===== src/inc/gpib_port_defs.vh =====
// constants for the instrument-side bus port
// assumes a 50 MHz system clock and active-high bus lines at the pins
`ifndef GPIB_PORT_DEFS_VH
`define GPIB_PORT_DEFS_VH
// configuration switch field positions
`define CFG_ADDR_LSB 0
`define CFG_ADDR_MSB 4
`define CFG_DELIM_BIT 5
`define CFG_EOI_BIT 6
`define CFG_ADDR_MAX 5'h1e
// multiline command bytes (attention asserted), low seven bits
`define CMD_GTL 7'h01
`define CMD_SDC 7'h04
`define CMD_GET 7'h08
`define CMD_LLO 7'h11
`define CMD_DCL 7'h14
`define CMD_SPE 7'h18
`define CMD_SPD 7'h19
`define CMD_LAG_BASE 7'h20
`define CMD_UNL 7'h3f
`define CMD_TAG_BASE 7'h40
`define CMD_UNT 7'h5f
// delimiter characters
`define CHR_COMMA 8'h2c
`define CHR_CR 8'h0d
`define CHR_LF 8'h0a
// settling time before data valid is asserted, ns, and cycles at 50 MHz
`define SETTLE_NS 2000
`define CLK_NS 20
`define SETTLE_CYC ((`SETTLE_NS + `CLK_NS - 1) / `CLK_NS)
`endif


===== src/hw/gpib_sync.v =====
// two-flop synchroniser for a group of bus pins
// assumes inputs are asynchronous to clk_i
`timescale 1ns/1ps
module gpib_sync #(
    parameter WIDTH = 8
) (
    input wire clk_i,
    input wire sys_rst_i,
    input wire [WIDTH-1:0] async_i,
    output reg [WIDTH-1:0] sync_o
);
reg [WIDTH-1:0] meta;
// first stage feeds only the second
always @(posedge clk_i)
begin
    if (sys_rst_i)
    begin
        meta <= {WIDTH{1'b0}};
        sync_o <= {WIDTH{1'b0}};
    end
    else
    begin
        meta <= async_i;
        sync_o <= meta;
    end
end
endmodule // gpib_sync


===== src/hw/gpib_instrument_port.v =====
// instrument-side bus port: handshakes, addressing, remote/local, panel lamps
// assumes bus lines arrive active high and are synchronised here; open-drain
// lines are driven by the board from the *_oe_o outputs
// Behaviour
// - no controller: talk-only source, unaddressed
// - service lamp lit while driving SRQ
// - listen and talk lamps follow addressing
// - remote lamp lit while under remote
// - local key returns to local control
// - lockout makes local key ignored
// - overlay graphics mode forces local lockout
// - address from switches one to five
// - switch six picks comma or CR/LF
// - switch seven enables EOI on last byte
// - show switch settings at power-up
// - listener drops when addressed to talk
// - remote/local, clear, trigger, end message
// - device clear returns display to menu
// - illegal paging raises service request
`timescale 1ns/1ps
`include "gpib_port_defs.vh"
module gpib_instrument_port #(
    parameter SETTLE_CYCLES = `SETTLE_CYC
) (
    input wire clk_i,
    input wire sys_rst_i,
    input wire [6:0] cfg_switch_i,
    input wire talk_only_i,
    input wire local_key_i,
    input wire overlay_graphics_mode_i,
    input wire paging_error_i,
    input wire service_clear_i,
    input wire [7:0] dio_i,
    input wire dav_i,
    input wire nrfd_i,
    input wire ndac_i,
    input wire atn_i,
    input wire ren_i,
    input wire ifc_i,
    input wire [7:0] tx_data_i,
    input wire tx_last_i,
    input wire tx_valid_i,
    output wire tx_ready_o,
    output reg [7:0] rx_data_o,
    output reg rx_valid_o,
    output reg [7:0] dio_o,
    output reg dio_oe_o,
    output reg dav_oe_o,
    output reg eoi_oe_o,
    output reg nrfd_oe_o,
    output reg ndac_oe_o,
    output reg srq_oe_o,
    output reg lamp_srq_o,
    output reg lamp_listen_o,
    output reg lamp_talk_o,
    output reg lamp_remote_o,
    output reg [6:0] cfg_show_o,
    output reg cfg_show_valid_o,
    output reg [4:0] bus_addr_o,
    output reg delim_crlf_o,
    output reg eoi_enable_o,
    output reg device_clear_o,
    output reg trigger_o,
    output reg goto_menu_o
);
// source handshake states
localparam SRC_IDLE = 4'b0001;
localparam SRC_SETTLE = 4'b0010;
localparam SRC_WAIT = 4'b0100;
localparam SRC_DONE = 4'b1000;
// acceptor handshake states
localparam ACC_READY = 3'b001;
localparam ACC_TAKE = 3'b010;
localparam ACC_HOLD = 3'b100;

wire [7:0] dio_s;
wire [5:0] ctl_s;
wire [1:0] key_s;
wire dav_s, nrfd_s, ndac_s, atn_s, ren_s, ifc_s, lkey_s, tonly_s;
reg [3:0] src_st;
reg [2:0] acc_st;
reg [11:0] settle_cnt;
reg cfg_taken, listen, talk, remote, lockout, spoll, key_q;
reg [7:0] tx_byte;
reg tx_eoi;

gpib_sync #(.WIDTH(8)) u_sync_dio (
    .clk_i(clk_i),
    .sys_rst_i(sys_rst_i),
    .async_i(dio_i),
    .sync_o(dio_s)
);
gpib_sync #(.WIDTH(6)) u_sync_ctl (
    .clk_i(clk_i),
    .sys_rst_i(sys_rst_i),
    .async_i({dav_i, nrfd_i, ndac_i, atn_i, ren_i, ifc_i}),
    .sync_o(ctl_s)
);
gpib_sync #(.WIDTH(2)) u_sync_key (
    .clk_i(clk_i),
    .sys_rst_i(sys_rst_i),
    .async_i({local_key_i, talk_only_i}),
    .sync_o(key_s)
);
assign {dav_s, nrfd_s, ndac_s, atn_s, ren_s, ifc_s} = ctl_s;
assign {lkey_s, tonly_s} = key_s;

// talker may source only outside command phase
wire talk_active = (talk | tonly_s) & ~atn_s;
assign tx_ready_o = talk_active & (src_st == SRC_IDLE);

// sample switches once after reset; hold until next reset
always @(posedge clk_i)
begin
    if (sys_rst_i)
    begin
        cfg_taken <= 1'b0;
        bus_addr_o <= 5'h00;
        delim_crlf_o <= 1'b0;
        eoi_enable_o <= 1'b0;
        cfg_show_o <= 7'h00;
        cfg_show_valid_o <= 1'b0;
    end
    else if (!cfg_taken)
    begin
        cfg_taken <= 1'b1;
        bus_addr_o <= cfg_switch_i[`CFG_ADDR_MSB:`CFG_ADDR_LSB];
        delim_crlf_o <= cfg_switch_i[`CFG_DELIM_BIT];
        eoi_enable_o <= cfg_switch_i[`CFG_EOI_BIT];
        cfg_show_o <= cfg_switch_i;
        cfg_show_valid_o <= 1'b1;
    end
end

// acceptor handshake; commands are taken under attention even when
// not addressed, data only while addressed to listen
wire acc_on = atn_s | listen;
wire [6:0] cmd = dio_s[6:0];
wire own_addr = (bus_addr_o <= `CFG_ADDR_MAX);
wire my_lag = own_addr && cmd == (`CMD_LAG_BASE | {2'b00, bus_addr_o});
wire my_tag = own_addr && cmd == (`CMD_TAG_BASE | {2'b00, bus_addr_o});
always @(posedge clk_i)
begin
    if (sys_rst_i)
    begin
        acc_st <= ACC_READY;
        nrfd_oe_o <= 1'b0;
        ndac_oe_o <= 1'b0;
        listen <= 1'b0;
        talk <= 1'b0;
        spoll <= 1'b0;
        lockout <= 1'b0;
        rx_data_o <= 8'h00;
        rx_valid_o <= 1'b0;
        device_clear_o <= 1'b0;
        trigger_o <= 1'b0;
        goto_menu_o <= 1'b0;
    end
    else
    begin
        rx_valid_o <= 1'b0;
        device_clear_o <= 1'b0;
        trigger_o <= 1'b0;
        goto_menu_o <= 1'b0;
        if (overlay_graphics_mode_i)
            lockout <= 1'b1;
        if (ifc_s)
        begin
            listen <= 1'b0;
            talk <= 1'b0;
            spoll <= 1'b0;
        end
        if (!ren_s)
            lockout <= overlay_graphics_mode_i;
        case (acc_st)
            ACC_READY:
            begin
                ndac_oe_o <= acc_on;
                nrfd_oe_o <= 1'b0;
                if (acc_on && dav_s)
                begin
                    nrfd_oe_o <= 1'b1;
                    acc_st <= ACC_TAKE;
                end
            end
            ACC_TAKE:
            begin
                if (atn_s)
                begin
                    if (my_lag)
                    begin
                        listen <= 1'b1;
                        talk <= 1'b0;
                    end
                    else if (cmd == `CMD_UNL)
                        listen <= 1'b0;
                    else if (my_tag)
                    begin
                        talk <= 1'b1;
                        listen <= 1'b0;
                    end
                    else if (cmd[6:5] == 2'b10)
                        talk <= 1'b0;
                    else if (cmd == `CMD_LLO)
                        lockout <= 1'b1;
                    else if (cmd == `CMD_DCL ||
                             (cmd == `CMD_SDC && listen))
                    begin
                        device_clear_o <= 1'b1;
                        goto_menu_o <= 1'b1;
                    end
                    else if (cmd == `CMD_GET && listen)
                        trigger_o <= 1'b1;
                    else if (cmd == `CMD_SPE)
                        spoll <= 1'b1;
                    else if (cmd == `CMD_SPD)
                        spoll <= 1'b0;
                end
                else
                begin
                    rx_data_o <= dio_s;
                    rx_valid_o <= 1'b1;
                end
                ndac_oe_o <= 1'b0;
                acc_st <= ACC_HOLD;
            end
            default:
            begin
                // wait for source to drop data valid before rearming
                if (!dav_s)
                begin
                    ndac_oe_o <= acc_on;
                    acc_st <= ACC_READY;
                end
            end
        endcase
    end
end

// remote/local: remote asserted by addressing with REN, local key
// honoured only without lockout
always @(posedge clk_i)
begin
    if (sys_rst_i)
    begin
        remote <= 1'b0;
        key_q <= 1'b0;
    end
    else
    begin
        key_q <= lkey_s;
        if (!ren_s)
            remote <= 1'b0;
        else if (acc_st == ACC_TAKE && atn_s && my_lag)
            remote <= 1'b1;
        else if (acc_st == ACC_TAKE && atn_s && listen &&
                 cmd == `CMD_GTL && !lockout)
            remote <= 1'b0;
        else if (lkey_s && !key_q && !lockout)
            remote <= 1'b0;
        else if (lockout)
            remote <= 1'b1;
    end
end

// source handshake; status byte during serial poll, else user data
always @(posedge clk_i)
begin
    if (sys_rst_i)
    begin
        src_st <= SRC_IDLE;
        dio_o <= 8'h00;
        dio_oe_o <= 1'b0;
        dav_oe_o <= 1'b0;
        eoi_oe_o <= 1'b0;
        settle_cnt <= 12'h000;
        tx_byte <= 8'h00;
        tx_eoi <= 1'b0;
    end
    else
    begin
        case (src_st)
            SRC_IDLE:
            begin
                dav_oe_o <= 1'b0;
                eoi_oe_o <= 1'b0;
                dio_oe_o <= 1'b0;
                if (talk_active && spoll)
                begin
                    tx_byte <= {1'b0, srq_oe_o, 6'h00};
                    tx_eoi <= 1'b0;
                    src_st <= SRC_SETTLE;
                end
                else if (talk_active && tx_valid_i)
                begin
                    tx_byte <= tx_data_i;
                    tx_eoi <= tx_last_i & eoi_enable_o;
                    src_st <= SRC_SETTLE;
                end
                settle_cnt <= SETTLE_CYCLES[11:0];
            end
            SRC_SETTLE:
            begin
                dio_o <= tx_byte;
                dio_oe_o <= 1'b1;
                eoi_oe_o <= tx_eoi;
                if (atn_s)
                    src_st <= SRC_IDLE;
                else if (settle_cnt != 12'h000)
                    settle_cnt <= settle_cnt - 12'h001;
                else if (!nrfd_s)
                begin
                    dav_oe_o <= 1'b1;
                    src_st <= SRC_WAIT;
                end
            end
            SRC_WAIT:
            begin
                if (atn_s || !ndac_s)
                begin
                    dav_oe_o <= 1'b0;
                    src_st <= SRC_DONE;
                end
            end
            default:
            begin
                // serial poll byte is sent once per poll
                dio_oe_o <= 1'b0;
                eoi_oe_o <= 1'b0;
                if (!spoll || atn_s)
                    src_st <= SRC_IDLE;
            end
        endcase
    end
end

// service request held until cleared; set wins over clear
always @(posedge clk_i)
begin
    if (sys_rst_i)
        srq_oe_o <= 1'b0;
    else if (paging_error_i)
        srq_oe_o <= 1'b1;
    else if (service_clear_i)
        srq_oe_o <= 1'b0;
end

// front-panel lamps mirror the state registers
always @(posedge clk_i)
begin
    if (sys_rst_i)
    begin
        lamp_srq_o <= 1'b0;
        lamp_listen_o <= 1'b0;
        lamp_talk_o <= 1'b0;
        lamp_remote_o <= 1'b0;
    end
    else
    begin
        lamp_srq_o <= srq_oe_o;
        lamp_listen_o <= listen;
        lamp_talk_o <= talk | tonly_s;
        lamp_remote_o <= remote;
    end
end
endmodule // gpib_instrument_port


===== config.mk =====
export PLATFORM = sky130hd
export DESIGN_NAME = gpib_instrument_port
export DESIGN_NICKNAME = d
export VERILOG_FILES = /design/src/hw/gpib_sync.v /design/src/hw/gpib_instrument_port.v
export VERILOG_INCLUDE_DIRS = /design/src /design/src/inc
export SDC_FILE = /design/constraint.sdc
export NUM_CORES = 1
export LEC_CHECK = 0
export BUFFER_PORTS_ARGS = -buffer_cell sky130_fd_sc_hd__buf_4
export CORE_ASPECT_RATIO = 0.8
export CORE_MARGIN = 8
export CORE_UTILIZATION = 50
export CTS_CLUSTER_SIZE = 20
export DETAILED_ROUTE_END_ITERATION = 7
export GPL_ROUTABILITY_DRIVEN = 0
export PLACE_DENSITY = 0.85
export SYNTH_ARGS = -nofsm -noshare
export SYNTH_HDL_FRONTEND = slang
export SYNTH_SLANG_ARGS = --single-unit

===== constraint.sdc =====
create_clock -name clk_i -period 2.7 [get_ports clk_i]
set_input_delay 0.405 -clock clk_i [delete_from_list [all_inputs] [get_ports clk_i]]
set_output_delay 0.405 -clock clk_i [all_outputs]
set_load 0.03 [all_outputs]

; ---- Word-level counts from Yosys, hierarchy flattened
; Index checks and enable logic that the tools add are counted.
[totals]
output_inout_bits = 46
register_bits = 111
input_bits = 38
elab_cells = 184
[op_classes]
muxes = 72
n_reduce_logical = 38
order_cmp = 1
n_eq_ne = 26
bitwise_logic = 8
add_sub_neg = 1
[ops]
columns = operator, n
row1 = $mux 1, 52
row2 = $eq 7x5->1 const B, 4
row3 = $mux 4, 7
row4 = $mux 12, 2
row5 = $pmux 12 s2, 1
row6 = $mux 8, 2
row7 = $logic_and 1x1->1, 14
row8 = $ne 2x2->1 const B, 6
row9 = $pmux 4 s3, 1
row10 = $reduce_bool 12->1, 1
row11 = $sub 12x1->12 const B, 1
row12 = $reduce_and 5->1, 2
row13 = $reduce_or 9->1, 1
row14 = $reduce_bool 4->1, 2
row15 = $reduce_or 8->1, 1
row16 = $eq 7x1->1 const B, 1
row17 = $eq 7x3->1 const B, 1
row18 = $eq 7x4->1 const B, 1
row19 = $eq 7x6->1, 1
row20 = $eq 7x6->1 const B, 1
row21 = $eq 7x7->1, 1
row22 = $mux 3, 2
row23 = $ne 3x3->1 const B, 2
row24 = $pmux 1 s2, 3
row25 = 21 further kinds, 36

; ---- Logic depth before layout (Yosys ltp)
[logic_depth]
word_depth = 12
mapped_depth = 7
depth_no_buf = 7

; ---- By module
; Synthesis repeated with hierarchy kept, for this count alone.
[hier_totals]
cells_unflattened = 438
area_unflattened_um2 = 4106.4
[modules_own_cells]
columns = module, cells_per_inst, seq_area_each_um2, area_each_um2, instances
row1 = gpib_instrument_port, 372, 1441.4, 3170.5, 1
row2 = gpib_sync at u_sync_dio, 33, 320.3, 464.2, 1
row3 = gpib_sync at u_sync_ctl, 25, 240.2, 366.6, 1
row4 = gpib_sync at u_sync_key, 8, 80.1, 105.1, 1

; ---- Worst setup path after synthesis
; OpenSTA, ideal clock, no wires.
[synth_path]
kind = register to register
from = reg settle_cnt[8]
to = reg settle_cnt[2]
required_time_ns = 2.567
arrival_time_ns = 1.532
path_stages_with_launch = 6
slack_ns = 1.035
n_path_buf = 0
synth_period_minus_slack_ns = 1.665
cell_sequence = dfxtp_1 -> or3_1 -> nor4_4 -> nor2_2 -> a211oi_1 -> a311oi_1
[synth_between]
elab_chain_cells = 3
[synth_lines]
columns = item, line
row1 = from (decl), gpib_instrument_port.v:82  ; reg [11:0] settle_cnt;
row2 = from (signal assigned), gpib_instrument_port.v:300  ; settle_cnt <= SETTLE_CYCLES[11:0];
row3 = from (signal assigned), gpib_instrument_port.v:310  ; settle_cnt <= settle_cnt - 12'h001;
row4 = $reduce_bool 12->1, gpib_instrument_port.v:309  ; else if (settle_cnt != 12'h000)
row5 = $ne 2x2->1 (no line), --
row6 = $reduce_and 3->1 (no line), --
; Every way passes these cells.
; A chain may end at the register's enable or synchronous reset.

; ---- Final worst setup path
[layout_path]
from = reg src_st[0]
to = out tx_ready_o
[layout_between]
elab_chain_cells = 2
[layout_lines]
columns = item, line
row1 = from (decl), gpib_instrument_port.v:80  ; reg [3:0] src_st;
row2 = from (signal assigned), gpib_instrument_port.v:271  ; src_st <= SRC_IDLE;
row3 = from (signal assigned), gpib_instrument_port.v:292  ; src_st <= SRC_SETTLE;
row4 = from (signal assigned), gpib_instrument_port.v:298  ; src_st <= SRC_SETTLE;
row5 = $eq 4x1->1, gpib_instrument_port.v:110  ; assign tx_ready_o = talk_active & (src_st == SRC_IDLE);
row6 = $and 1x1->1, gpib_instrument_port.v:110
row7 = to (decl), gpib_instrument_port.v:43  ; output wire tx_ready_o,
; Every way passes these cells.

==> flow_summary.yaml <==
status:
  status: "completed"
global_routing:
  antenna_found_initial: 0
  first_global_vias: 3335
  grt_use_total_pct: 17.0
  grt_max_degree: 34
  grt-ovfl-total: 0
  grt_pass1_wl_um: 15500
sta:
  fin_skew_ps: 6.27
  layout_min_cycle_time_ps: 2040
  final_max_slew_viol_count: 0
  fmax_mhz: 489
  fin_crit_sh_pct: 75.7
  worstMarginPinSlew_ps: 706
  setup_viol: 0
  max-slew-margin-rel_pct: 52.7
  tns_ps: 0
  hold_violations: 0
  rsz0062_at_grt: "no"
yosys:
  netlist_instances: 440
  synth_cell_type_count: 56
  synth_edf_count: 0
  syn_avg_cell_area_um2: 9.24
  synth.cell_area_um2: 4070
  synth_top_family_by_area: "simple AND/OR/NAND/NOR gates"
  async_flop_share_pct: 0
  synthMuxAreaShare_pct: 2.00
  synth.largest_area_cell: "dfxtp_1"
  synthAdderAreaFrac_pct: 0.616
  synth.most_common_cell: "dfxtp_1"
  synthFlopType: "dfxtp_1"
  synth-simple-area-share_pct: 28.7
  yosysTopAreaCellShare_pct: 51.2
  synth_compound_area_share_pct: 10.5
  synth-seq-cells: 104
  synthTopCellsByArea: "dfxtp_1, nor2b_1, a21oi_1"
  yosys-top-cells-count: "dfxtp_1, nand2_1, a21oi_1"
  synth-xor-area-share_pct: 3.23
  synth_warnings: 0
  synth_nets: 480
  seq_area_frac_synth_pct: 51.2
setup_path:
  cp-end-kind: "output port"
  crit_slowest_cell: "dfxtp_1"
  worstSetupPathType: "reg -> out"
  crit_chain: "nand3_1, nor2_1, buf_4"
  cp_slowest_stage_delay_ps: 580
  crit_arrival_ps: 1640
  path_max_fanout: 9
  cp.required_ps: 2300
  start_kind: "register"
clock_tree:
  hold_buffers: 0
  worstSkewPairLatency_ps: 370
  clock-root-buffer: "clkbuf_8"
  path_clk_slew_ps: 100
  cts_htree_levels: 3
  cts_setup_buffers: 0
  post_cts_resized: 0
  numCtsBuffers: 9
  cts_max_path_buffers: 2
  cts_tree: "yes"
  cts.sinks: 104
min_path:
  min-delay-path-class: "in -> reg"
placed_design:
  portBuffers: 83
  place_area_um2: 4710
  dpl.hpwl_um: 6970
  dp.cells: 608
floorplanning:
  io_pins: 84
  die_height_um: 96.7
  num_rows: 29
  start_util_pct: 51.4
  fp.dieW_um: 117
  die-area_um2: 11300
  core_area_um2: 7910
cells_and_area:
  drive_gt1_share_pct: 23.4
  multi_input_area_um2: 1830
  syn_to_final_growth_pct: 20.5
  seq_area_um2: 2080
  diodes: 0
  fin_cells: 624
  final_nets: 551
  fillCellCount: 685
  final_cell_area_um2: 4900
  fin_util_pct: 61.9
power:
  leakage_uw: 0.00193
  power_frac_clock_pct: 32.1
  pwr-share-comb_pct: 10.8
  p_per_area_nw_per_um2: 584
  ir_worst_vdd_mv: 0.300
  pwr-share-seq_pct: 57.1
  p_int_uw: 2100
  p_switching_uw: 767
  sw_frac_of_total_pct: 26.8
detailed_routing:
  vias: 3356
  routed_wl_um: 9320
  drc: 0
  wl_per_cell_um: 14.9
  avgViaCountPerCell: 5.38
  dr.pass1.iters: 4
  drtIter0Drc: 243
  ant_nets: 0
job:
  maxCapViolCount: 0
-- critical path: cells and delay by family (launching register included) --
kind | cells | cell delay [ps]
AND/OR/NAND/NOR | 2 | 500
flip-flops | 1 | 580
buffers and inverters | 1 | 190
-- cell usage in the layout, fill, tap and decap left out, types with 2 or more instances in the layout --
cell type and count:
nor2_1 37, nand2b_1 11, o21ai_1 2, clkbuf_8 10
a211oi_1 3, and3_1 3, nand4_1 2, nor2b_1 39
dfxtp_1 104, ha_1 2, xnor2_1 9, or3_1 6
nor4b_2 4, nand3_1 20, o21ai_0 6, a311oi_1 2
inv_6 2, nor4b_1 2, o22ai_1 2, nand3b_1 2
nor4_1 4, o211ai_1 2, nand2_1 51, buf_4 85
xor2_1 6, o21a_1 2, nor3_2 4, a2111oi_0 2
nor3_1 10, a21oi_1 41, mux2i_1 7, inv_1 6
or3_4 2
-- registers in the layout (all words and copies together), names as in the netlist, 2 cells and up --
name	cells
u_sync_key.meta	2
u_sync_ctl.meta	6
u_sync_dio.meta	8
acc_st	3
u_sync_key.sync_o	2
tx_byte	8
u_sync_ctl.sync_o	6
u_sync_dio.sync_o	8
cfg_show_o	7
settle_cnt	12
rx_data_o	8
dio_o	8
src_st	4
-- worst paths after layout --
check                                                      from                             to  slack, ps  depth (start not counted)
worst min-delay path                                   dio_i[0]  u_sync_dio.meta[0]$_SDFF_PP0_        240                          2
worst max-delay path                     src_st[0]$_SDFFE_PP1P_                     tx_ready_o        660                          3
worst max register to register           src_st[0]$_SDFFE_PP1P_         src_st[3]$_SDFFE_PP0P_        790                          5
worst min register to register  u_sync_dio.sync_o[7]$_SDFF_PP0_      rx_data_o[7]$_SDFFE_PP0P_        450                          2
-- power by group through the flow --
stage / clock [uW] / combinational, uW / sequential, uW
global placement: 0 / 299 / 1660
global route: 1010 / 339 / 1640
CTS: 934 / 310 / 1630
finish: 920 / 308 / 1630
detailed placement: 0 / 308 / 1670
floorplan: 0 / 209 / 1660
-- final cells by class --
cell class	count	area share (%)
Sequential cell	104	42.5
Multi-Input combinational cell	304	37.4
Timing Repair Buffer	85	13.0
Clock buffer	10	2.81
Tap cell	108	2.76
Clock inverter	6	1.02
Inverter	7	0.536
-- through the flow --
step	setup WS, ps	hold WS, ps	total power (uW)
after CTS	668	232	2880
after detailed placement	829	425	1980
after floorplan	1030	414	1870
final	656	237	2860
after global placement	924	421	1960
after global routing	522	218	2990
-- logic make-up (layout without fill, tap and decap cells) --
family / after synthesis / in the layout
and+or+nand+nor: 208 / 208
DFF: 104 / 104
AOI/OAI and AO/OA: 71 / 71
xor gates and xnor gates: 15 / 15
muxes: 8 / 8
buffers and inverters: 32 / 108
adders and majority gates: 2 / 2
-- layer usage --
layer,routed length (um),global-route usage [%]
met3,799,5.96
met2,4270,26.2
met4,155,6.09
met5,0,0
met1,4090,21.3
Note: power is estimated with default switching activity, not from simulation.
